### src/core/hsc_pkg.sv
package hsc_pkg;
	// register offsets
	localparam logic [7:0] ADDR_CONTROL = 8'h00;
	localparam logic [7:0] ADDR_FAULT = 8'h04;
	localparam logic [7:0] ADDR_ILIM = 8'h11;
	localparam logic [7:0] ADDR_STATUS = 8'h1E;

	// control_config fields
	localparam int CTL_OV_RETRY = 0;
	localparam int CTL_UV_RETRY = 1;
	localparam int CTL_OC_RETRY = 2;
	localparam int CTL_GATE_EN = 3;
	localparam int CTL_FB_RETRY = 4;
	localparam int CTL_ON_HIGH = 5;
	localparam int CTL_ON_MASK = 7;

	// fault_record fields
	localparam int FLT_OV = 0;
	localparam int FLT_UV = 1;
	localparam int FLT_OC = 2;
	localparam int FLT_ON = 4;
	localparam int FLT_FB = 6;

	// status fields
	localparam int STS_PG = 0;
	localparam int STS_GATES = 1;
	localparam int STS_FAST = 2;
	localparam int STS_COOL = 3;

	// current limit field
	localparam int ILIM_HI = 7;
	localparam int ILIM_LO = 5;

	localparam logic [7:0] RST_CONTROL = 8'h00;
	localparam logic [7:0] RST_FAULT = 8'h00;
	localparam logic [7:0] RST_ILIM = 8'h00;
	localparam logic [7:0] RST_ZERO = 8'h00;

	// fast shutdown qualification
	localparam int CLK_MHZ = 50;
	localparam int FAST_OFF_NS = 2000;
	localparam int FAST_OFF_CYC = (FAST_OFF_NS * CLK_MHZ) / 1000;
	localparam logic [7:0] FAST_OFF_MAX = 8'(FAST_OFF_CYC);

	// cool-down cycles after an overcurrent fault
	localparam logic [8:0] COOL_CYCLES = 9'h100;
	localparam logic [8:0] COOL_ONE = 9'h001;

	// analog comparator results, all asynchronous to clock
	typedef struct packed {
		logic on_pin;
		logic fb_above;
		logic vgs1_ok;
		logic vgs2_ok;
		logic ilim1;
		logic ilim2;
		logic timer_high;
		logic timer_low;
		logic vdd_ok;
		logic internal_supply_ok;
		logic ov_present;
		logic uv_present;
		logic fb_bad;
	} hsc_sense_t;

	// enables to the analog drivers
	typedef struct packed {
		logic first_gate_drive_up;
		logic second_gate_drive_up;
		logic weak_pulldown;
		logic strong_pulldown;
		logic timer_charge;
		logic timer_discharge;
	} hsc_drive_t;

	typedef enum logic [5:0] {
		TMR_IDLE = 6'b000001,
		TMR_BREAK = 6'b000010,
		TMR_OC_DOWN = 6'b000100,
		TMR_COOL_UP = 6'b001000,
		TMR_COOL_DN = 6'b010000,
		TMR_WAIT = 6'b100000
	} hsc_tmr_state_t;
endpackage : hsc_pkg

### src/core/hsc_turnoff_ctrl.sv
`timescale 1ns/1ps
module hsc_turnoff_ctrl (
	input wire logic clock,
	input wire logic arst_n,
	input wire hsc_pkg::hsc_sense_t sense,
	input wire logic [7:0] nvm_control,
	input wire logic [7:0] nvm_ilim,
	input wire logic pg_mode,
	input wire logic [7:0] reg_addr,
	input wire logic [7:0] reg_wdata,
	input wire logic reg_wr,
	output logic [7:0] reg_rdata,
	output hsc_pkg::hsc_drive_t drive,
	output logic [2:0] ilim_level,
	output logic pg_pin_o,
	output logic pg_pin_oe
);
	hsc_pkg::hsc_sense_t sync1;
	hsc_pkg::hsc_sense_t s;
	logic init_done;
	logic edge_arm1;
	logic edge_arm2;
	logic [7:0] control_config;
	logic [7:0] fault_record;
	logic [7:0] current_limit_select;
	logic on_prev;
	logic [7:0] fast_cnt;
	logic fast_off;
	logic [8:0] cool_cnt;
	hsc_pkg::hsc_tmr_state_t tmr_state;
	hsc_pkg::hsc_tmr_state_t next_tmr_state;
	logic on_level;
	logic on_edge;
	logic supply_low;
	logic both_limit;
	logic fault_block;
	logic latched;
	logic gates_on;
	logic power_good;
	logic oc_event;
	logic wr_ctl;
	logic wr_flt;
	logic wr_ilim;
	logic [7:0] fault_set;

	// two-stage synchroniser; the first stage feeds only the second
	always_ff @(posedge clock or negedge arst_n) begin
		if (!arst_n) begin
			sync1 <= '0;
			s <= '0;
		end else begin
			sync1 <= sense;
			s <= sync1;
		end
	end

	assign wr_ctl = reg_wr && (reg_addr == hsc_pkg::ADDR_CONTROL);
	assign wr_flt = reg_wr && (reg_addr == hsc_pkg::ADDR_FAULT);
	assign wr_ilim = reg_wr && (reg_addr == hsc_pkg::ADDR_ILIM);

	// asserted connection level follows the selected polarity
	assign on_level = control_config[hsc_pkg::CTL_ON_HIGH] ? s.on_pin : ~s.on_pin;
	assign on_edge = edge_arm2 && (s.on_pin != on_prev);
	assign supply_low = ~s.vdd_ok | ~s.internal_supply_ok;
	assign both_limit = s.ilim1 & s.ilim2;

	always_ff @(posedge clock or negedge arst_n) begin
		if (!arst_n) begin
			on_prev <= 1'b0;
		end else begin
			on_prev <= s.on_pin;
		end
	end

	// nonvolatile defaults are taken on the first edge after reset release,
	// since a flop under async reset may only take a constant
	always_ff @(posedge clock or negedge arst_n) begin
		if (!arst_n) begin
			init_done <= 1'b0;
		end else begin
			init_done <= 1'b1;
		end
	end

	// the synchroniser and on_prev hold reset values for two edges after release;
	// an idle-high pin would otherwise look like a change and rewrite gate enable
	always_ff @(posedge clock or negedge arst_n) begin
		if (!arst_n) begin
			edge_arm1 <= 1'b0;
			edge_arm2 <= 1'b0;
		end else begin
			edge_arm1 <= init_done;
			edge_arm2 <= edge_arm1;
		end
	end

	always_ff @(posedge clock or negedge arst_n) begin
		if (!arst_n) begin
			control_config <= hsc_pkg::RST_CONTROL;
		end else if (!init_done) begin
			control_config <= nvm_control;
		end else if (on_edge) begin
			// connection edges win over a same-cycle host write of bit 3
			control_config <= wr_ctl ? reg_wdata : control_config;
			control_config[hsc_pkg::CTL_GATE_EN] <= on_level;
		end else if (wr_ctl) begin
			control_config <= reg_wdata;
		end
	end

	always_ff @(posedge clock or negedge arst_n) begin
		if (!arst_n) begin
			current_limit_select <= hsc_pkg::RST_ILIM;
		end else if (!init_done) begin
			current_limit_select <= nvm_ilim;
		end else if (wr_ilim) begin
			current_limit_select <= reg_wdata;
		end
	end

	assign ilim_level = current_limit_select[hsc_pkg::ILIM_HI:hsc_pkg::ILIM_LO];

	// fault events; a set in the same cycle as a clear wins
	always_comb begin
		fault_set = hsc_pkg::RST_ZERO;
		fault_set[hsc_pkg::FLT_OV] = s.ov_present;
		fault_set[hsc_pkg::FLT_UV] = s.uv_present;
		fault_set[hsc_pkg::FLT_OC] = oc_event;
		fault_set[hsc_pkg::FLT_FB] = s.fb_bad;
		fault_set[hsc_pkg::FLT_ON] = on_edge;
	end

	always_ff @(posedge clock or negedge arst_n) begin
		if (!arst_n) begin
			fault_record <= hsc_pkg::RST_FAULT;
		end else if (on_edge && !control_config[hsc_pkg::CTL_ON_MASK]) begin
			fault_record <= fault_set;
		end else if (wr_flt) begin
			fault_record <= reg_wdata | fault_set;
		end else begin
			fault_record <= fault_record | fault_set;
		end
	end

	// faults whose retry bit is clear hold the gates off until the bit is cleared
	assign latched =
		(fault_record[hsc_pkg::FLT_OV] & ~control_config[hsc_pkg::CTL_OV_RETRY]) |
		(fault_record[hsc_pkg::FLT_UV] & ~control_config[hsc_pkg::CTL_UV_RETRY]) |
		(fault_record[hsc_pkg::FLT_OC] & ~control_config[hsc_pkg::CTL_OC_RETRY]) |
		(fault_record[hsc_pkg::FLT_FB] & ~control_config[hsc_pkg::CTL_FB_RETRY]);

	assign fault_block = s.ov_present | s.uv_present | s.fb_bad | oc_event |
		(tmr_state != hsc_pkg::TMR_IDLE && tmr_state != hsc_pkg::TMR_BREAK);

	// fast shutdown qualification; strictly more than the window must pass
	always_ff @(posedge clock or negedge arst_n) begin
		if (!arst_n) begin
			fast_cnt <= hsc_pkg::RST_ZERO;
			fast_off <= 1'b0;
		end else if (!supply_low) begin
			fast_cnt <= hsc_pkg::RST_ZERO;
			fast_off <= 1'b0;
		end else if (fast_cnt < hsc_pkg::FAST_OFF_MAX) begin
			fast_cnt <= fast_cnt + 8'h01;
		end else begin
			fast_off <= 1'b1;
		end
	end

	assign gates_on = init_done && control_config[hsc_pkg::CTL_GATE_EN] && !latched &&
		!fault_block && !fast_off;

	// circuit-breaker timer sequencing
	always_comb begin
		next_tmr_state = tmr_state;
		oc_event = 1'b0;
		case (tmr_state)
			hsc_pkg::TMR_IDLE: begin
				if (both_limit) begin
					next_tmr_state = hsc_pkg::TMR_BREAK;
				end
			end
			hsc_pkg::TMR_BREAK: begin
				if (both_limit && s.timer_high) begin
					oc_event = 1'b1;
					next_tmr_state = hsc_pkg::TMR_OC_DOWN;
				end else if (!both_limit) begin
					next_tmr_state = hsc_pkg::TMR_IDLE;
				end
			end
			hsc_pkg::TMR_OC_DOWN: begin
				if (s.timer_low) begin
					next_tmr_state = hsc_pkg::TMR_COOL_UP;
				end
			end
			hsc_pkg::TMR_COOL_UP: begin
				if (s.timer_high) begin
					next_tmr_state = hsc_pkg::TMR_COOL_DN;
				end
			end
			hsc_pkg::TMR_COOL_DN: begin
				if (s.timer_low) begin
					if (cool_cnt == hsc_pkg::COOL_CYCLES) begin
						next_tmr_state = hsc_pkg::TMR_WAIT;
					end else begin
						next_tmr_state = hsc_pkg::TMR_COOL_UP;
					end
				end
			end
			hsc_pkg::TMR_WAIT: begin
				if (control_config[hsc_pkg::CTL_OC_RETRY] ||
					!fault_record[hsc_pkg::FLT_OC]) begin
					next_tmr_state = hsc_pkg::TMR_IDLE;
				end
			end
			default: begin
				next_tmr_state = hsc_pkg::TMR_IDLE;
			end
		endcase
	end

	always_ff @(posedge clock or negedge arst_n) begin
		if (!arst_n) begin
			tmr_state <= hsc_pkg::TMR_IDLE;
		end else begin
			tmr_state <= next_tmr_state;
		end
	end

	// counts completed rises of the cool-down, each on timer_high in TMR_COOL_UP
	always_ff @(posedge clock or negedge arst_n) begin
		if (!arst_n) begin
			cool_cnt <= 9'h000;
		end else if (tmr_state == hsc_pkg::TMR_OC_DOWN) begin
			cool_cnt <= 9'h000;
		end else if (tmr_state == hsc_pkg::TMR_COOL_UP && s.timer_high) begin
			cool_cnt <= cool_cnt + hsc_pkg::COOL_ONE;
		end
	end

	// a power-bad fault is never raised here, so feedback rising before the
	// gate threshold during start-up records nothing
	assign power_good = gates_on && s.fb_above && (s.vgs1_ok || s.vgs2_ok);

	// driver enables registered so analog side sees glitch-free levels
	always_ff @(posedge clock or negedge arst_n) begin
		if (!arst_n) begin
			drive <= '0;
			pg_pin_oe <= 1'b0;
			reg_rdata <= hsc_pkg::RST_ZERO;
		end else begin
			// both channels follow gates_on together; regulation of a limiting
			// channel is done by the analog loop
			drive.first_gate_drive_up <= gates_on;
			drive.second_gate_drive_up <= gates_on;
			drive.weak_pulldown <= !gates_on && !fast_off;
			drive.strong_pulldown <= fast_off;
			drive.timer_charge <= (next_tmr_state == hsc_pkg::TMR_BREAK) ||
				(next_tmr_state == hsc_pkg::TMR_COOL_UP);
			drive.timer_discharge <= (next_tmr_state != hsc_pkg::TMR_BREAK) &&
				(next_tmr_state != hsc_pkg::TMR_COOL_UP);
			pg_pin_oe <= pg_mode && !power_good;
			case (reg_addr)
				hsc_pkg::ADDR_CONTROL: reg_rdata <= control_config;
				hsc_pkg::ADDR_FAULT: reg_rdata <= fault_record;
				hsc_pkg::ADDR_ILIM: reg_rdata <= current_limit_select;
				hsc_pkg::ADDR_STATUS: begin
					reg_rdata <= hsc_pkg::RST_ZERO;
					reg_rdata[hsc_pkg::STS_PG] <= power_good;
					reg_rdata[hsc_pkg::STS_GATES] <= gates_on;
					reg_rdata[hsc_pkg::STS_FAST] <= fast_off;
					reg_rdata[hsc_pkg::STS_COOL] <= (tmr_state != hsc_pkg::TMR_IDLE) &&
						(tmr_state != hsc_pkg::TMR_BREAK);
				end
				default: reg_rdata <= hsc_pkg::RST_ZERO;
			endcase
		end
	end

	// open-drain: only ever pulls low
	assign pg_pin_o = 1'b0;
endmodule : hsc_turnoff_ctrl

### config.mk
export PLATFORM = sky130hd
export DESIGN_NAME = hsc_turnoff_ctrl
export DESIGN_NICKNAME = d
export VERILOG_FILES = /design/src/core/hsc_pkg.sv /design/src/core/hsc_turnoff_ctrl.sv
export SDC_FILE = /design/constraint.sdc
export NUM_CORES = 1
export LEC_CHECK = 0
export ABC_AREA = 1
export BUFFER_PORTS_ARGS = -buffer_cell sky130_fd_sc_hd__buf_2
export CORE_MARGIN = 1.5
export CORE_UTILIZATION = 60
export DETAILED_ROUTE_END_ITERATION = 7
export HOLD_SLACK_MARGIN = 0.05
export PLACE_DENSITY = 0.9
export SKIP_LAST_GASP = 1
export SYNTH_ARGS = -nofsm -noshare
export SYNTH_HDL_FRONTEND = slang
export SYNTH_SLANG_ARGS = --single-unit
### constraint.sdc
create_clock -name clock -period 2.4 [get_ports clock]
set_clock_uncertainty 0.05 [all_clocks]
set_input_delay 0.48 -clock clock [delete_from_list [all_inputs] [get_ports clock]]
set_output_delay 0.48 -clock clock [all_outputs]
set_load 0.05 [all_outputs]
==> out/metrics.yaml, run 1 <==
die_height_um: 84.8
grt_max_degree: 49
cp_cell_sequence: "nor2_2, nand4_1, nand2_2, inv_1, nand2_1, o21ai_1"
synth.avg_cell_area_um2: 8.64
cts-resized-gates: 0
hold_path.class: "in -> reg"
viasPerCell: 5.36
nets: 587
gr-total-overflow: 0
layout_setup_ws_ns: 0.658
rsz0062_at_grt: "no"
tightestPinTransition_ns: 0.532
hold_ws_ns: 0.184
num_antenna_cells: 0
drc: 5
max_freq_mhz: 574
syn_area_mm2: 0.00402
hold_viol_final: 0
synth_common_cells: "nand2_1, dfrtp_1, inv_1"
min_path_cells: 1
numPortBuffers: 66
status: "finished, violations left"
fin_crit_sh: 0.726
initial_utilization: 0.626
postRouteAntennaNets: 0
h-tree-depth: 3
drt_iter0_drc: 281
synth_seq_cells: 92
grt_pass1_wl_um: 14400
yosys-top-cells-area: "dfrtp_1, nand2_1, inv_1"
track_usage: 0.256
clock_path_buffers: 2
critPathCaptureType: "flip-flop"
reg2reg_to: "cool_cnt[8]"
die-width_um: 84.8
synth_seq_area_share: 0.573
cp_max_fo: 12
p_leak_nw: 2.45
synth_top_area_cell: "dfrtp_1"
worstHoldStart: "sense[3]"
slew_headroom: 0.643
power_w: 0.00326
place_ws_ns: 0.520
critical_path.max_stage_delay_ns: 0.46
powerDensity_mw_per_mm2: 706
worst_setup_path_start_kind: "flip-flop"
stdcell_count: 617
peakVddDrop_mv: 0.563
drv_cap: 0
wl_per_cell_um: 13.3
synthCells: 465
io_pins: 68
synth_ff_type: "dfrtp_1"
arrival_ns: 1.92
async_flop_share: 1.00
place_hpwl_um: 6040
path_class: "reg -> reg"
syn_to_final_growth_pct: 15.0
core-area_mm2: 0.00642
rr_startpoint: "tmr_state[1]"
gp_congestion: 0.898
drive_gt1_frac: 0.193
yosysMostFrequentCell: "nand2_1"
cts_buffers: 9
yosys.cell_types.count: 37
grt_pass1_vias: 3188
fin_tns_setup_ns: 0
place_inst: 600
antenna_found_initial: 0
placementRows: 29
die_area_mm2: 0.00720
cp.required_ns: 2.58
r2r_cells: 6
synth_fp_nets: 517
cts_root_buf: "clkbuf_8"
reg2reg_setup_slack_ns: 0.66
period_minus_slack_ns: 1.74
clock_sinks: 92
cts_tree: "yes"
first_pass_iters: 6
final_max_slew_viol_count: 0
holdPathEnd: "sync1[3]"
violations: "design-rule violations"
clock_latency_ns: 0.35
vias: 3309
setup_viol: 0
synth_edf_count: 0
clk_pin_slew_ns: 0.08
cpMaxStageDelayCell: "nand4_1"
wl_um: 8220
synth_warnings: 0
yosys.area.top_type_share: 0.567
-- what timing repair did --
item	4_1_cts	5_1_grt
buffers inserted	0	0
endpoints found under the hold margin	26	0
hold buffers	1	0
-- logic make-up (layout without fill, tap and decap cells) --
| kind of cell | after synthesis | in the layout | synth area share |
|---|---|---|---|
| flip-flops | 92 | 92 | 0.573 |
| buffers and inverters | 77 | 152 | 0.0803 |
| XOR/XNOR | 1 | 1 | 0.00218 |
| AO/OA/AOI/OAI | 58 | 58 | 0.0806 |
| other | 2 | 2 | 0.00187 |
| AND/OR/NAND/NOR | 232 | 232 | 0.252 |
| adder cells (fa/ha/maj) | 3 | 3 | 0.00934 |
-- worst max path at each step --
stage / start / endpoint / depth (start not counted)
after floorplan: reg_addr[6] / control_config[2] / 9
after global placement: reg_addr[2] / current_limit_select[6] / 9
after detailed placement: reg_addr[3] / current_limit_select[3] / 9
after CTS: tmr_state[1] / cool_cnt[8] / 6
after global routing: tmr_state[1] / cool_cnt[4] / 6
final: tmr_state[1] / cool_cnt[8] / 6
-- critical path: cells and delay by family, from the launching register on --
family                 cells  cell delay, ns
AOI/OAI and AO/OA          1            0.06
buffers and inverters      1            0.09
DFF                        1            0.42
and+or+nand+nor            4            1.01
-- where the power goes --
| part | internal [W] | switching (W) | total [W] |
|---|---|---|---|
| combinational | 0.000165 | 0.000300 | 0.000465 |
| clock | 0.000540 | 0.000512 | 0.00105 |
| sequential | 0.00167 | 0.0000780 | 0.00175 |
-- per-layer routing --
metal,part of all wire,global-route usage,routed length [µm],up-vias
met2,0.48,0.405,3970,116
met5,0,0,0,-
met4,0.016,0.0954,131,0
met1,0.44,0.358,3600,1569
met3,0.063,0.0496,514,12
li1,-,-,-,1612
-- through the flow --
stage	instance area (µm²)	utilization
3_3_place_gp	4410	0.687
2_1_floorplan	4020	-
3_5_place_dp	4410	0.687
5_1_grt	4620	0.720
6_report	4620	0.720
4_1_cts	4620	0.720
-- flip-flops by register name, summed over array words and instances (netlist names), 5 cells and up --
| name | flops |
|---|---|
| fault_record | 8 |
| sync1 | 13 |
| s | 10 |
| current_limit_select | 8 |
| drive | 5 |
| reg_rdata | 8 |
| tmr_state | 6 |
| fast_cnt | 8 |
| control_config | 8 |
| cool_cnt | 9 |
-- layout make-up --
type | instances | area, µm²
flip-flops and latches | 92 | 2300
multi-input cells | 296 | 1390
inverters | 66 | 249
well taps | 77 | 96.3
fillers | 457 | 1800
clock buffers | 13 | 159
repair buffers | 70 | 378
clock inverters | 3 | 45.0
-- cell usage in the layout, fill, tap and decap left out, types with 3 or more instances in the layout --
cell,n
nor2_1,47
a21oi_1,10
nand2_2,5
or2_2,3
buf_4,3
clkbuf_8,11
o21ai_0,35
nand2_1,115
nand3_2,3
nand4_1,11
nor3_1,7
nor2_2,4
buf_2,65
inv_1,63
nand3_1,34
o221ai_1,3
dfrtp_1,91
ha_1,3
(Power assumes the default switching activity.)
==> inputs of run 2 (changes only) <==
- CORE_UTILIZATION: 60 -> 56
- PLACE_DENSITY: 0.9 -> 0.86
- clock period: 2.4 -> 1.64 ns (I/O delays scaled with it)
==> out/metrics.yaml, run 2 (same netlist as run 1, synthesis figures left out) <==
arrival_ns: 1.74
mostFrequentLayoutCells: "nand2_1, dfrtp_1, buf_2"
viasPerCell: 5.10
final_util: 0.707
largest_reg_flops: 13
syn_to_final_growth_pct: 20.9
layout_setup_ws_ns: 0.101
first_pass_iters: 5
clock_latency_ns: 0.36
initial_utilization: 0.585
vias: 3377
fillers: 517
largestRegisters: "sync1 (13), s (10), cool_cnt (9)"
final_max_slew_viol_count: 0
postRouteAntennaNets: 0
period_minus_slack_ns: 1.54
die_height_um: 87.7
cts_tree: "yes"
wl_per_cell_um: 13.3
clk_pin_slew_ns: 0.09
gr-total-overflow: 0
gp_congestion: 0.912
place_ws_ns: 0.0323
p_leak_nw: 2.56
hold_path.class: "in -> reg"
die_area_mm2: 0.00769
hold_ws_ns: 0.137
hold_viol_final: 0
top_usage_layer: "met2"
track_usage: 0.254
grt.met3_usage: 0.0566
setup_viol: 0
h-tree-depth: 3
use_met1: 0.352
drt_iter0_drc: 232
drive_gt1_frac: 0.205
fin_crit_sh: 0.939
regArea_mm2: 0.00230
grt_max_degree: 29
clock_path_buffers: 2
peakVddDrop_mv: 0.733
drv_cap: 0
powerDensity_mw_per_mm2: 951
numPortBuffers: 66
num_antenna_cells: 0
regMostFlops: "sync1"
wl_um: 8820
cp_max_fo: 7
status: "completed"
core-area_mm2: 0.00687
grtUsageMet2: 0.384
cts_root_buf: "clkbuf_8"
path_class: "reg -> reg"
final_common_cell: "nand2_1"
placementRows: 30
antenna_found_initial: 0
max_freq_mhz: 650
place_hpwl_um: 6580
worst_setup_path_start_kind: "flip-flop"
grt_pass1_vias: 3247
die-width_um: 87.7
drc: 0
cp.required_ns: 1.84
nets: 613
multi_input_area_mm2: 0.00140
grt_pass1_wl_um: 14700
critPathCaptureType: "flip-flop"
cts_buffers: 9
clock_sinks: 92
io_pins: 68
==> run 2: cell types whose count changed in the layout (fill, tap and decap cells not counted), sizes merged <==
cell,previous run,this run
inv,64,65
dlygate4sd3,1,14
buf,69,82
bufinv,1,0
clkinvlp,2,3
clkbuf,13,12
==> run 2: power by group <==
part	internal (W)	leakage (nW)	switching [W]
clock network	0.000550	0.0726	0.000749
logic	0.000304	1.34	0.000461
registers	0.00244	1.15	0.000112
total	0.00330	2.56	0.00132
==> run 2: metrics by stage <==
step	instance area, µm²	setup TNS (ns)	power [W]	instances
2_1_floorplan	4020	0	0.00304	465
3_3_place_gp	4530	0	0.00327	630
3_5_place_dp	4530	0	0.00331	630
4_1_cts	4830	0	0.00462	660
5_1_grt	4860	-0.0420	0.00487	662
6_report	4860	0	0.00462	662
==> run 2: layout make-up <==
class | instances | area share
Timing Repair Buffer | 96 | 0.127
Sequential cell | 92 | 0.474
Inverter | 66 | 0.0515
Clock buffer | 12 | 0.0278
Tap cell | 96 | 0.0247
Multi-Input combinational cell | 296 | 0.289
Clock inverter | 4 | 0.00567
==> run 2: what timing repair did <==
item / CTS / global route
endpoints found under the setup margin: 0 / 5
setup buffers: 0 / 2
endpoints found under the hold margin: 37 / 0
hold buffers: 14 / 0
gates resized for setup: 0 / 3
==> run 2: final timing paths <==
kind,from,endpoint,slack (ns),cells past startpoint
worst max-delay path,tmr_state[1],cool_cnt[5],0.10,9
worst min-delay path,pg_mode,pg_pin_oe,0.14,3
worst max register to register,tmr_state[1],cool_cnt[5],0.10,9
worst min register to register,sync1[5],s[5],0.30,0
max in group asynchronous,arst_n,sync1[0],0.57,3
min in group asynchronous,arst_n,reg_rdata[7],0.39,2
==> run 2: per-layer routing <==
layer,vias to the layer above,share of wire
met2,136,0.47
met3,16,0.070
li1,1661,-
met5,-,0
met1,1564,0.44
met4,0,0.018
==> run 2: critical path, stage by stage, from the launching register on <==
cell and delay, ns:
dfrtp_1 0.41, nor2_2 0.17, buf_4 0.15, nand2_1 0.09
nor2_4 0.14, nand2_4 0.09, inv_4 0.10, nand3_2 0.07
nor2_1 0.11, nor2_1 0.06
